==> src/verilog/gfc_pkg.sv <==
// Package for the gated frequency comparator counter.
// Assumes a 20 MHz mclk and an APB slave with 32-bit data.
package gfc_pkg;
   // Clock and search tick timing
   localparam int unsigned CLK_HZ        = 20000000;          // mclk rate in Hz
   localparam int unsigned SEARCH_HZ     = 30;                // Tap search tick in Hz
   localparam int unsigned SEARCH_CYC    = CLK_HZ / SEARCH_HZ; // Cycles per search tick
   // Reference and gate dividers
   localparam logic [8:0]  REF_DIV_LAST  = 9'h1f3;            // Divide by 500, last count
   localparam logic [3:0]  DIGIT_MAX     = 4'h9;              // Top value of a decade digit
   localparam int unsigned NUM_DIGITS    = 12;                // Accumulator digits
   localparam int unsigned NUM_GATE_DEC  = 4;                 // Gate divider decades
   localparam int unsigned NUM_CHAN      = 6;                 // Input channels
   // Input divider half period last counts (toggle every N+1 selected edges)
   localparam logic [5:0]  HALF_DIV10    = 6'h04;             // Toggle after 5 edges
   localparam logic [5:0]  HALF_DIV50    = 6'h18;             // Toggle after 25 edges
   localparam logic [5:0]  HALF_DIV100   = 6'h31;             // Toggle after 50 edges
   // Register byte addresses
   localparam logic [7:0]  ADDR_CHSEL    = 8'h00;             // Channel select latch
   localparam logic [7:0]  ADDR_TBSEL    = 8'h04;             // Time base select
   localparam logic [7:0]  ADDR_STATUS   = 8'h08;             // Status
   localparam logic [7:0]  ADDR_ACCLO    = 8'h0c;             // Digits 7..0
   localparam logic [7:0]  ADDR_ACCHI    = 8'h10;             // Digits 11..8, read clears
   localparam logic [7:0]  ADDR_SWITCH   = 8'h14;             // Panel switches
   // Reset values
   localparam logic [2:0]  CHSEL_RST     = 3'h0;              // Channel 1
   localparam logic [1:0]  TBSEL_RST     = 2'h0;              // 0.5 s gate
   // Tap codes
   typedef enum logic [1:0] {
      TAP_DIV1   = 2'b00,
      TAP_DIV10  = 2'b01,
      TAP_DIV50  = 2'b10,
      TAP_DIV100 = 2'b11
   } gfc_tap_t;
   // Gate states
   typedef enum logic [1:0] {
      GS_ARM  = 2'b00,
      GS_OPEN = 2'b01,
      GS_HOLD = 2'b10
   } gfc_gate_t;
   // Status word fields
   typedef struct packed {
      gfc_gate_t gateState;   // Gate state
      gfc_tap_t  tap;         // Current tap
      logic      countLed;    // Counting indicator
      logic      gateOpen;    // Pulse gate enabled
      logic      offFreq;     // Off-frequency flag
   } gfc_status_t;
   // Synchronised pin bundle
   typedef struct packed {
      logic [NUM_CHAN-1:0] chan;      // Channel inputs
      logic                ref10;     // 10 kHz reference
      logic                pulse;     // Phase locked pulses
      logic                freqDet;   // Frequency detect comparator
      logic [1:0]          rangeSw;   // Resolution switch
      logic                rateSw;    // Sample rate switch
   } gfc_pins_t;
endpackage
==> src/verilog/gfc_counter.sv <==
// Top of the gated frequency comparator counter.
// Assumes asynchronous pins, a 20 MHz mclk and an APB master.
// What this block does
// - Latched number routes one of six channels
// - Input divider taps by 1, 10, 50, 100
// - Detect low: 30 Hz tick steps tap
// - Detect high stops stepping, holds tap
// - Detect low lights off-frequency, flags host
// - Reference divided by 500 gives 20 Hz
// - Gate divider 10 to 10000 of 20 Hz
// - Host time-base select picks matching period
// - Gate opens on period edge, one period
// - Twelve BCD digits count gated pulses
// - Half second exact gate counts 1e8
// - Read strobe presents then clears accumulator
// - Read strobe extinguishes counting indicator once gate closed
// - Host reads digits, range and rate switches
// - Counting indicator lit while gate open
`timescale 1ns/100ps
`default_nettype none
module gfc_counter
   import gfc_pkg::*;
#(
   parameter int unsigned SEARCH_CYCLES = SEARCH_CYC
)(
   input  wire logic                mclk,
   input  wire logic                rstn,
   // APB slave
   input  wire logic                psel,
   input  wire logic                penable,
   input  wire logic                pwrite,
   input  wire logic [7:0]          paddr,
   input  wire logic [31:0]         pwdata,
   output var  logic [31:0]         prdata,
   output var  logic                pready,
   output var  logic                pslverr,
   // Pins
   input  wire logic [NUM_CHAN-1:0] chanIn,
   input  wire logic                refIn,
   input  wire logic                phaseLockedPulseSource,
   input  wire logic                freqDetect,
   input  wire logic [1:0]          rangeSwitch,
   input  wire logic                rateSwitch,
   output var  logic                tapOut,
   output var  logic                offFrequencyLed,
   output var  logic                gateLed
);
   ////////////////////////////////////////////////////////////////////////////
   // Pin synchronisers
   gfc_pins_t pinsMeta_r;   // First stage, read only by second
   gfc_pins_t pins_r;       // Second stage, safe to use
   gfc_pins_t pinsDly_r;    // Delayed copy for edge detect
   gfc_pins_t pinsRaw;      // Bundle of raw pins

   assign pinsRaw = '{chan: chanIn, ref10: refIn, pulse: phaseLockedPulseSource,
                      freqDet: freqDetect, rangeSw: rangeSwitch, rateSw: rateSwitch};

   // Two flops then an edge-detect stage
   always_ff @(posedge mclk or negedge rstn) begin
      if (!rstn) begin
         pinsMeta_r <= '0;
         pins_r     <= '0;
         pinsDly_r  <= '0;
      end else begin
         pinsMeta_r <= pinsRaw;
         pins_r     <= pinsMeta_r;
         pinsDly_r  <= pins_r;
      end
   end

   ////////////////////////////////////////////////////////////////////////////
   // APB decode
   logic [2:0]  chSel_r;        // Channel select latch
   logic [1:0]  tbSel_r;        // Time base select
   logic [15:0] accHold_r;      // High digits caught at low read
   logic [47:0] accDigits;      // All twelve digits
   gfc_status_t status;         // Status word
   logic        setupPh;        // Setup cycle
   logic        apbDone;        // Completing access
   logic        hitChSel;       // Address hits
   logic        hitTbSel;
   logic        hitStatus;
   logic        hitAccLo;
   logic        hitAccHi;
   logic        hitSwitch;
   logic        hitAny;
   logic [31:0] rdMux;          // Read data select
   logic        readClearStrobeN; // Active low clear strobe

   assign setupPh   = psel & ~penable;
   assign apbDone   = psel & penable & pready;
   assign hitChSel  = (paddr == ADDR_CHSEL);
   assign hitTbSel  = (paddr == ADDR_TBSEL);
   assign hitStatus = (paddr == ADDR_STATUS);
   assign hitAccLo  = (paddr == ADDR_ACCLO);
   assign hitAccHi  = (paddr == ADDR_ACCHI);
   assign hitSwitch = (paddr == ADDR_SWITCH);
   assign hitAny    = hitChSel | hitTbSel | hitStatus | hitAccLo | hitAccHi | hitSwitch;
   // Strobe fires when a read of the high digits completes
   assign readClearStrobeN = ~(apbDone & ~pwrite & hitAccHi);

   // Read data select
   assign rdMux = hitChSel  ? {29'h0, chSel_r} :
                  hitTbSel  ? {30'h0, tbSel_r} :
                  hitStatus ? {25'h0, status} :
                  hitAccLo  ? accDigits[31:0] :
                  hitAccHi  ? {16'h0, accHold_r} :
                  hitSwitch ? {29'h0, pins_r.rateSw, pins_r.rangeSw} :
                  32'h0;

   // Answer one cycle after setup
   always_ff @(posedge mclk or negedge rstn) begin
      if (!rstn) begin
         pready  <= 1'b0;
         prdata  <= 32'h0;
         pslverr <= 1'b0;
      end else begin
         pready  <= setupPh;
         prdata  <= setupPh ? rdMux : prdata;
         pslverr <= setupPh & ~hitAny;
      end
   end

   // Writable registers
   always_ff @(posedge mclk or negedge rstn) begin
      if (!rstn) begin
         chSel_r <= CHSEL_RST;
         tbSel_r <= TBSEL_RST;
      end else begin
         if (apbDone & pwrite & hitChSel) begin
            chSel_r <= pwdata[2:0];
         end
         if (apbDone & pwrite & hitTbSel) begin
            tbSel_r <= pwdata[1:0];
         end
      end
   end

   // Snapshot of high digits taken with the low read
   always_ff @(posedge mclk or negedge rstn) begin
      if (!rstn) begin
         accHold_r <= 16'h0;
      end else if (setupPh & ~pwrite & hitAccLo) begin
         accHold_r <= accDigits[47:32];
      end
   end

   ////////////////////////////////////////////////////////////////////////////
   // Channel routing and input divider
   logic       chanLvl;        // Selected channel level
   logic       chanLvlDly;     // Its delayed copy
   logic       chanEdge;       // Rising edge of selected channel
   logic [5:0] cnt10_r;        // Half period counters
   logic [5:0] cnt50_r;
   logic [5:0] cnt100_r;
   logic       div10_r;        // Divided outputs
   logic       div50_r;
   logic       div100_r;
   logic       tapMux;         // Tap multiplexer output

   // Channel numbers above six read as no signal
   assign chanLvl    = (chSel_r < 3'(NUM_CHAN)) ? pins_r.chan[chSel_r] : 1'b0;
   assign chanLvlDly = (chSel_r < 3'(NUM_CHAN)) ? pinsDly_r.chan[chSel_r] : 1'b0;
   assign chanEdge   = chanLvl & ~chanLvlDly;

   // Toggle dividers on selected edges
   always_ff @(posedge mclk or negedge rstn) begin
      if (!rstn) begin
         cnt10_r  <= 6'h0;
         cnt50_r  <= 6'h0;
         cnt100_r <= 6'h0;
         div10_r  <= 1'b0;
         div50_r  <= 1'b0;
         div100_r <= 1'b0;
      end else if (chanEdge) begin
         cnt10_r  <= (cnt10_r == HALF_DIV10) ? 6'h0 : cnt10_r + 6'h1;
         cnt50_r  <= (cnt50_r == HALF_DIV50) ? 6'h0 : cnt50_r + 6'h1;
         cnt100_r <= (cnt100_r == HALF_DIV100) ? 6'h0 : cnt100_r + 6'h1;
         div10_r  <= div10_r ^ (cnt10_r == HALF_DIV10);
         div50_r  <= div50_r ^ (cnt50_r == HALF_DIV50);
         div100_r <= div100_r ^ (cnt100_r == HALF_DIV100);
      end
   end

   ////////////////////////////////////////////////////////////////////////////
   // Tap search
   gfc_tap_t   tapSel_r;       // Tap select counter
   logic [19:0] searchCnt_r;   // 30 Hz tick divider
   logic       searchTick;     // Search tick
   logic       offFreq;        // Detect low

   assign offFreq    = ~pins_r.freqDet;
   assign searchTick = offFreq & (searchCnt_r == 20'(SEARCH_CYCLES - 1));
   assign tapMux     = (tapSel_r == TAP_DIV1)  ? chanLvl :
                       (tapSel_r == TAP_DIV10) ? div10_r :
                       (tapSel_r == TAP_DIV50) ? div50_r : div100_r;

   // Tick runs only while off frequency
   always_ff @(posedge mclk or negedge rstn) begin
      if (!rstn) begin
         searchCnt_r <= 20'h0;
         tapSel_r    <= TAP_DIV1;
      end else if (offFreq) begin
         searchCnt_r <= searchTick ? 20'h0 : searchCnt_r + 20'h1;
         tapSel_r    <= searchTick ? gfc_tap_t'(tapSel_r + 2'h1) : tapSel_r;
      end else begin
         searchCnt_r <= 20'h0;
      end
   end

   // Tap and off-frequency outputs
   always_ff @(posedge mclk or negedge rstn) begin
      if (!rstn) begin
         tapOut          <= 1'b0;
         offFrequencyLed <= 1'b0;
      end else begin
         tapOut          <= tapMux;
         offFrequencyLed <= offFreq;
      end
   end

   ////////////////////////////////////////////////////////////////////////////
   // Reference divider and gate divider
   logic [8:0] refCnt_r;            // Divide by 500 counter
   logic       refEdge;             // Reference rising edge
   logic       tick20;              // 20 Hz tick
   logic [NUM_GATE_DEC:0] gateInc;  // Decade chain carries
   logic [4*NUM_GATE_DEC-1:0] gateDigits; // Gate divider digits
   logic       periodTick;          // Leading edge of selected period

   assign refEdge = pins_r.ref10 & ~pinsDly_r.ref10;
   assign tick20  = refEdge & (refCnt_r == REF_DIV_LAST);
   assign gateInc[0] = tick20;

   // Reference count modulo 500
   always_ff @(posedge mclk or negedge rstn) begin
      if (!rstn) begin
         refCnt_r <= 9'h0;
      end else if (refEdge) begin
         refCnt_r <= tick20 ? 9'h0 : refCnt_r + 9'h1;
      end
   end

   // Four decades give divide by 10 to 10000
   genvar g;
   generate
      for (g = 0; g < NUM_GATE_DEC; g++) begin : gGate
         gfc_decade uDec (
            .mclk  (mclk),
            .rstn  (rstn),
            .inc   (gateInc[g]),
            .clr   (1'b0),
            .digit (gateDigits[4*g +: 4]),
            .carry (gateInc[g+1])
         );
      end
   endgenerate

   // Time base select picks one period
   assign periodTick = gateInc[tbSel_r + 3'h1];

   ////////////////////////////////////////////////////////////////////////////
   // Gate control and counting indicator
   gfc_gate_t gateSt_r;    // Gate state
   gfc_gate_t gateSt_nxt;  // Next gate state
   logic      gateOpen;    // Pulse gate enabled
   logic      countLed_nxt; // Next indicator value

   assign gateOpen = (gateSt_r == GS_OPEN);

   // Open on one period edge, close on the next
   always_comb begin
      gateSt_nxt = gateSt_r;
      case (gateSt_r)
         GS_ARM: begin
            if (periodTick) begin
               gateSt_nxt = GS_OPEN;
            end
         end
         GS_OPEN: begin
            if (periodTick) begin
               gateSt_nxt = GS_HOLD;
            end
         end
         GS_HOLD: begin
            if (!readClearStrobeN) begin
               gateSt_nxt = GS_ARM;
            end
         end
         default: begin
            gateSt_nxt = GS_ARM;
         end
      endcase
   end

   // Lit while open; strobe only clears it once closed
   assign countLed_nxt = gateOpen | (gateLed & readClearStrobeN);

   // Gate state and indicator
   always_ff @(posedge mclk or negedge rstn) begin
      if (!rstn) begin
         gateSt_r <= GS_ARM;
         gateLed  <= 1'b0;
      end else begin
         gateSt_r <= gateSt_nxt;
         gateLed  <= countLed_nxt;
      end
   end

   assign status = '{gateState: gateSt_r, tap: tapSel_r, countLed: gateLed,
                     gateOpen: gateOpen, offFreq: offFreq};

   ////////////////////////////////////////////////////////////////////////////
   // Accumulator
   logic [NUM_DIGITS:0] accInc;  // Digit carries
   logic                pulseEdge; // Pulse rising edge

   assign pulseEdge = pins_r.pulse & ~pinsDly_r.pulse;
   assign accInc[0] = pulseEdge & gateOpen;

   // Twelve BCD digits, 1e8 fits in nine of them
   generate
      for (g = 0; g < NUM_DIGITS; g++) begin : gAcc
         gfc_decade uDec (
            .mclk  (mclk),
            .rstn  (rstn),
            .inc   (accInc[g]),
            .clr   (~readClearStrobeN),
            .digit (accDigits[4*g +: 4]),
            .carry (accInc[g+1])
         );
      end
   endgenerate
endmodule // gfc_counter
`default_nettype wire

==> src/verilog/gfc_decade.sv <==
// One BCD decade counter with carry.
// Assumes inc and clr come from logic on mclk.
`timescale 1ns/100ps
`default_nettype none
module gfc_decade
   import gfc_pkg::*;
(
   input  wire logic       mclk,
   input  wire logic       rstn,
   input  wire logic       inc,
   input  wire logic       clr,
   output var  logic [3:0] digit,
   output wire logic       carry
);
   logic [3:0] digit_nxt;  // Next digit value

   // Wrap at nine, carry out on the wrap
   assign carry = inc & (digit == DIGIT_MAX);
   // Clear loses no incoming count
   assign digit_nxt = clr ? {3'h0, inc} : (carry ? 4'h0 : digit + {3'h0, inc});

   // Digit register
   always_ff @(posedge mclk or negedge rstn) begin
      if (!rstn) begin
         digit <= 4'h0;
      end else begin
         digit <= digit_nxt;
      end
   end
endmodule // gfc_decade
`default_nettype wire

==> config.mk <==
export PLATFORM = sky130hd
export DESIGN_NAME = gfc_counter
export DESIGN_NICKNAME = d
export VERILOG_FILES = /design/src/verilog/gfc_pkg.sv /design/src/verilog/gfc_counter.sv /design/src/verilog/gfc_decade.sv
export SDC_FILE = /design/constraint.sdc
export NUM_CORES = 1
export LEC_CHECK = 0
export BUFFER_PORTS_ARGS = -buffer_cell sky130_fd_sc_hd__buf_2
export CAP_MARGIN = 40
export CELL_PAD_IN_SITES_DETAIL_PLACEMENT = 1
export CELL_PAD_IN_SITES_GLOBAL_PLACEMENT = 2
export CORE_MARGIN = 5
export CORE_UTILIZATION = 39
export CTS_CLUSTER_DIAMETER = 50
export CTS_CLUSTER_SIZE = 25
export DETAILED_ROUTE_END_ITERATION = 7
export PLACE_DENSITY = 0.88
export SLEW_MARGIN = 10
export SYNTH_ARGS = -nofsm -noshare
export SYNTH_HDL_FRONTEND = slang
export SYNTH_SLANG_ARGS = --single-unit
==> constraint.sdc <==
create_clock -name mclk -period 3.9 [get_ports mclk]
set_clock_uncertainty 0.15 [all_clocks]
set_input_delay 0.39 -clock mclk [delete_from_list [all_inputs] [get_ports mclk]]
set_output_delay 0.39 -clock mclk [all_outputs]
set_load 0.02 [all_outputs]
# Yosys cells after proc, flatten, opt, wreduce, memory -nomap -nowiden
# Cells that the tools add are included.
# op_classes
add_sub_neg,23
multipliers,0
div,0
n_lt_le_gt_ge,3
eq_ne,33
n_shift,0
muxes,55
bitwise_logic,51
n_reduce_logical,5
# op_table
op,n
32-bit two-way mux,4
4-bit two-way mux,28
4-bit by 1-bit adder with 4-bit output,16
4-bit == test (second input constant),16
20-bit two-way mux,2
1-bit bitwise AND,34
20-bit by 1-bit adder with 20-bit output (second input constant),1
20-bit == test (second input constant),1
6-bit by 1-bit adder with 6-bit output (second input constant),3
6-bit two-way mux,3
8-bit by 4-bit == test with 1-bit output (second input constant),2
8-bit by 5-bit == test with 1-bit output (second input constant),2
16-bit two-way mux,1
9-bit by 1-bit adder with 9-bit output (second input constant),1
1-bit binary-select mux with 3-bit select,3
9-bit == test (second input constant),1
9-bit two-way mux,1
8-bit by 3-bit == test with 1-bit output (second input constant),1
8-bit zero test,1
3-bit by 4-bit < comparator with 1-bit output (second input constant),2
1-bit two-way mux,8
1-bit inverter,8
6-bit by 3-bit == test with 1-bit output (second input constant),1
6-bit by 5-bit == test with 1-bit output (second input constant),1
16 further kinds,29
# totals
ff_bits,208
latchBits,0
mem_bits_rw,0
mem_bits_ro,0
inputBits,57
wordCells,220
n_memories,0

# Depth between registers and ports, before layout
# depth
word_depth,17
depth_mapped,10

# Modules after synthesis
# Synthesis repeated with hierarchy kept, for this count alone.
# unflattened
cells_unflattened,831
hier_area_um2,9639.2
# modules_own_cells
mod,instances,cells_each,area_each_um2,seq_area_each_um2
gfc_counter,1,559,6276.0,3603.5
gfc_decade,16,17,210.2,100.1

# Worst setup path after synthesis
# No wires, ideal clock.
# synth_timing
path_kind,register to register
startpoint,register gAcc[5].uDec.digit[2]
endpoint,register gAcc[11].uDec.digit[2]
setup_ps,143
arrival_time_ps,2560
required_ps,3607
path_slack_ps,1047
path_stages_with_launch,9
path_buffers,0
period_less_slack_ps,2853
path_cell_list,dfrtp_1 nor4bb_1 nand4_1 or4bb_1 nor3_1 ha_1 ha_1 xnor2_1 nor3_1
# synth_via
elab_chain_cells,10
word_cells_on_any_way,11
classes_between,add/sub: 1; eq/ne: 1; mux: 2; bitwise: 7
# synth_rtl
item,line_no,text
start: declaration,gfc_decade.sv:12,"output var logic [3:0] digit,"
start signal: assignment,gfc_decade.sv:27,digit <= digit_nxt;
4-bit == test *,gfc_decade.sv:18,assign carry = inc & (digit == DIGIT_MAX);
1-bit bitwise AND * (6 in a row),gfc_decade.sv:18,
4-bit by 1-bit adder with 4-bit output / 1-bit bitwise AND (equally long branches),"gfc_decade.sv:20, gfc_decade.sv:18",
4-bit two-way mux * (2 in a row),gfc_decade.sv:20,"assign digit_nxt = clr ? {3'h0, inc} : (carry ? 4'h0 : digit + {3'h0, inc});"
named net gAcc[11].uDec.digit_nxt[2],gfc_decade.sv:15,logic [3:0] digit_nxt;
end signal: assignment,gfc_decade.sv:27,
end: declaration,gfc_decade.sv:12,
# Mark *: on every way through the listed nets, which the timed path passes. The rest lies on a longest branch.
# A chain may end at the register's enable or synchronous reset.

# Worst setup path in the final report
# layout_timing
startpoint,register gAcc[0].uDec.digit[2]
endpoint,register gAcc[8].uDec.digit[2]
# layout_via
elab_chain_cells,12
word_cells_on_any_way,13
classes_between,add/sub: 1; eq/ne: 1; mux: 2; bitwise: 9
# layout_rtl
item,line_no
start: declaration,gfc_decade.sv:12
start signal: assignment,gfc_decade.sv:27
4-bit == test *,gfc_decade.sv:18
1-bit bitwise AND * (8 in a row),gfc_decade.sv:18
4-bit by 1-bit adder with 4-bit output / 1-bit bitwise AND (equally long branches),"gfc_decade.sv:20, gfc_decade.sv:18"
4-bit two-way mux * (2 in a row),gfc_decade.sv:20
named net gAcc[8].uDec.digit_nxt[2],gfc_decade.sv:15
end signal: assignment,gfc_decade.sv:27
end: declaration,gfc_decade.sv:12
# Marked as above.

==> impl_metrics.csv <==
group,metric,value,unit
min_path,hold_depth,3,
sta,fmax,305,MHz
drt,wl,21400,µm
setup_path,cp_slowest_cell,"nor4bb_1",
die,core,0.0235,mm²
yosys,syn_nets,936,
clocking,cts_root_buf,"clkbuf_16",
status,status,"finished clean",
setup_path,r2r_cells,10,
final_layout,drive_gt1_frac,0.173,
grt,grt_first_pass_wirelength,36000,µm
placed_design,dpl.hpwl,14200,µm
placed_design,routabilityCongestion,0.760,
drt,dr.pass1.iters,4,
clocking,clkSlewWorstSetupHoldPaths,0.06,ns
yosys,synthMuxAreaShare,0.0457,
yosys,synth-simple-area-share,0.176,
sta,period_minus_slack,3.28,ns
min_path,whs_endpoint,"pslverr",
clocking,worstSkewPairLatency,0.52,ns
setup_path,cp_data_arrival_time,3.51,ns
power_and_ir_drop,p_leak,0.00542,µW
final_layout,synthToLayoutAreaGrowth,21.1,%
final_layout,final_util,0.480,
yosys,synth_edf_count,0,
clocking,htreeDepth,1,
sta,slew_viol_final,0,
die,num_rows,56,
yosys,synth_top_cell_by_area,"dfrtp_1",
yosys,synth_top_family_by_area,"simple AND/OR/NAND/NOR gates",
drt,vias_per_cell,5.18,
grt,grt_pass1_vias,7136,
setup_path,crit_top_cell,"ha_1",
placed_design,preCtsSetupSlack,0.792,ns
clocking,cts_resized,0,
die,start_util,0.396,
yosys,ys.flop_type,"dfrtp_1",
grt,overflow,0,
clocking,holdBufCountCts,16,
die,die_h,164,µm
grt,antenna_found_initial,0,
clocking,tritoncts,"built",
yosys,synth.distinct_cells,55,
yosys,yosysSeqAreaShare,0.559,
setup_path,critical_path_class,"register to register",
yosys,avgSynthCellArea,11.2,µm²
drt,vias,6587,
setup_path,max_stage_delay,0.58,ns
setup_path,r2r-end,"gAcc[8].uDec.digit[2]",
yosys,yosys_warnings,0,
final_layout,final_nets,1036,
drt,first_iter_violations,259,
final_layout,final_common_cell,"dfrtp_1",
power_and_ir_drop,p_per_area,486,mW/mm²
final_layout,stdcell_count,1271,
clocking,cts_setup_buffers,0,
setup_path,crit_path_max_fanout,10,
setup_path,critPathLaunchType,"register",
setup_path,rrSetupSlack,0.62,ns
sta,finalSetupTns,0,ns
grt,grt_use_total,0.162,
min_path,worstHoldStart,"paddr[1]",
yosys,yosys-top-cells-area,"dfrtp_1, ha_1, nor2_1",
power_and_ir_drop,ir_drop,0.000282,V
yosys,synthArstFlopShare,1.00,
drt,drc,0,
die,io_pins,94,
setup_path,critPathCaptureType,"register",
placed_design,dp.cells,1208,
clocking,cts.sinks,208,
sta,hold_viol_final,0,
die,die_area,0.0271,mm²
job,drv_cap,0,
die,die_w,164,µm
sta,relSlewSlack,0.431,
sta,final-setup-viol-count,0,
setup_path,required,4.13,ns
drt,routedWlPerCell,16.8,µm
final_layout,n_antenna_cell,0,
min_path,hold_class,"input pin to register",
final_layout,fillCellCount,2499,
grt,grt_max_degree,105,
drt,antenna_left,0,
final_layout,layout_common_cells,"dfrtp_1, nor2_1, nand2_1",
placed_design,portBuffers,64,
yosys,yosys_register_bits,208,
setup_path,crit_chain,"nor4bb_1 -> nand4_1 -> inv_1 -> nand3_1 -> buf_4 -> nor3_1 -> ha_1 -> ha_1 -> xnor2_1 -> nor2_1",
sta,fin_ws,0.623,ns
clocking,cts_made_buffers,26,
sta,rsz0062_at_grt,"no",
clocking,clockBufferDepth,3,
sta,fin_crit_sh,0.840,
sta,tightest_slew,0.853,ns
yosys,synthXorXnorAreaFrac,0.0574,
yosys,postSynthCellCount,834,
setup_path,reg2reg_from,"gAcc[0].uDec.digit[2]",
yosys,synth_area,0.00931,mm²
yosys,synth_top_area_frac,0.559,
yosys,synth-compound-area-share,0.0799,
yosys,synthAdderAreaFrac,0.0605,
-- state kept, by name (all words and copies together) (netlist names), 8 cells and up --
name              flops
pinsDly_r             8
pinsMeta_r           12
refCnt_r              9
gGate.uDec.digit     16
accHold_r            16
gAcc.uDec.digit      48
pins_r               12
prdata               32
searchCnt_r          20
-- area by class of cell --
cell class                 instances  area (µm²)  share of cell area
inverter                          24        90.1             0.00799
sequential                       208        5200               0.462
timing repair buffer             100         669              0.0594
clock inverter                    14         267              0.0236
tap                              319         399              0.0354
multi-input combinational        574        3910               0.347
clock buffer                      32         734              0.0651
-- per-layer routing --
metal / part of all wire / routed length [µm] / GRT usage / vias to the layer above
li1: - / - / - / 3139
met1: 0.46 / 9950 / 0.217 / 3349
met2: 0.49 / 10500 / 0.280 / 79
met3: 0.029 / 628 / 0.0230 / 20
met4: 0.015 / 316 / 0.0378 / 0
met5: 0 / 0 / 0 / -
-- how the worst max path moves through the flow --
stage                                      from                endpoint  slack, ns  depth (start not counted)
after detailed placement  gAcc[0].uDec.digit[2]   gAcc[8].uDec.digit[2]       0.79                         10
after CTS                 gAcc[0].uDec.digit[2]   gAcc[8].uDec.digit[2]       0.60                         10
after global routing      gAcc[0].uDec.digit[2]   gAcc[8].uDec.digit[2]       0.36                         10
after floorplan           gAcc[5].uDec.digit[2]  gAcc[11].uDec.digit[2]       1.05                          8
after global placement                 paddr[0]   gAcc[8].uDec.digit[0]       0.84                          7
final                     gAcc[0].uDec.digit[2]   gAcc[8].uDec.digit[2]       0.62                         10
-- Yosys cell counts (2+ instances only) --
cell type	count
a21o_1	3
a21oi_1	12
a22o_1	20
a22oi_1	13
a32o_1	2
and3_1	14
and4_1	2
buf_1	2
buf_2	3
clkbuf_1	23
dfrtp_1	208
ha_1	45
inv_1	24
mux2_2	28
mux2i_1	11
nand2_1	65
nand2b_1	6
nand3_1	39
nand3b_1	3
nand4_1	19
nand4b_1	2
nor2_1	85
nor2b_1	17
nor3_1	24
nor3b_1	2
nor4_1	7
nor4b_1	4
nor4bb_1	10
o21ai_0	40
o21ai_1	2
o21bai_1	2
o22ai_1	2
o31ai_1	7
or2_2	2
or3_1	2
or4_1	5
or4bb_1	2
xnor2_1	30
xor2_1	31
-- metrics by stage --
stage                     hold WS (ns)  total power [µW]  area (µm²)
after floorplan                -0.0556              2610        9310
after global placement           0.183              2740       10100
after detailed placement         0.186              2760       10100
after CTS                       0.0452              5550       11200
after global routing            0.0764              5710       11300
final                           0.0640              5480       11300
-- cells by family after synthesis --
logic type	Yosys count
AND/OR/NAND/NOR	317
flip-flops	208
AO/OA/AOI/OAI	112
XOR/XNOR	61
buffers and inverters	52
adder cells (fa/ha/maj)	45
multiplexers	39
-- critical path: cells and delay by family, from the launching register on --
kind / cells / cell delay, ns
XOR/XNOR: 1 / 0.12
flip-flops: 1 / 0.43
buffers and inverters: 2 / 0.53
adder cells (fa/ha/maj): 2 / 0.44
AND/OR/NAND/NOR: 5 / 1.46
-- report_power, final --
part / total [µW] / switching [µW] / internal [µW]
Clock: 2750 / 949 / 1800
Sequential: 2400 / 128 / 2270
Combinational: 328 / 184 / 145
Power figures use the tool's default switching activity.
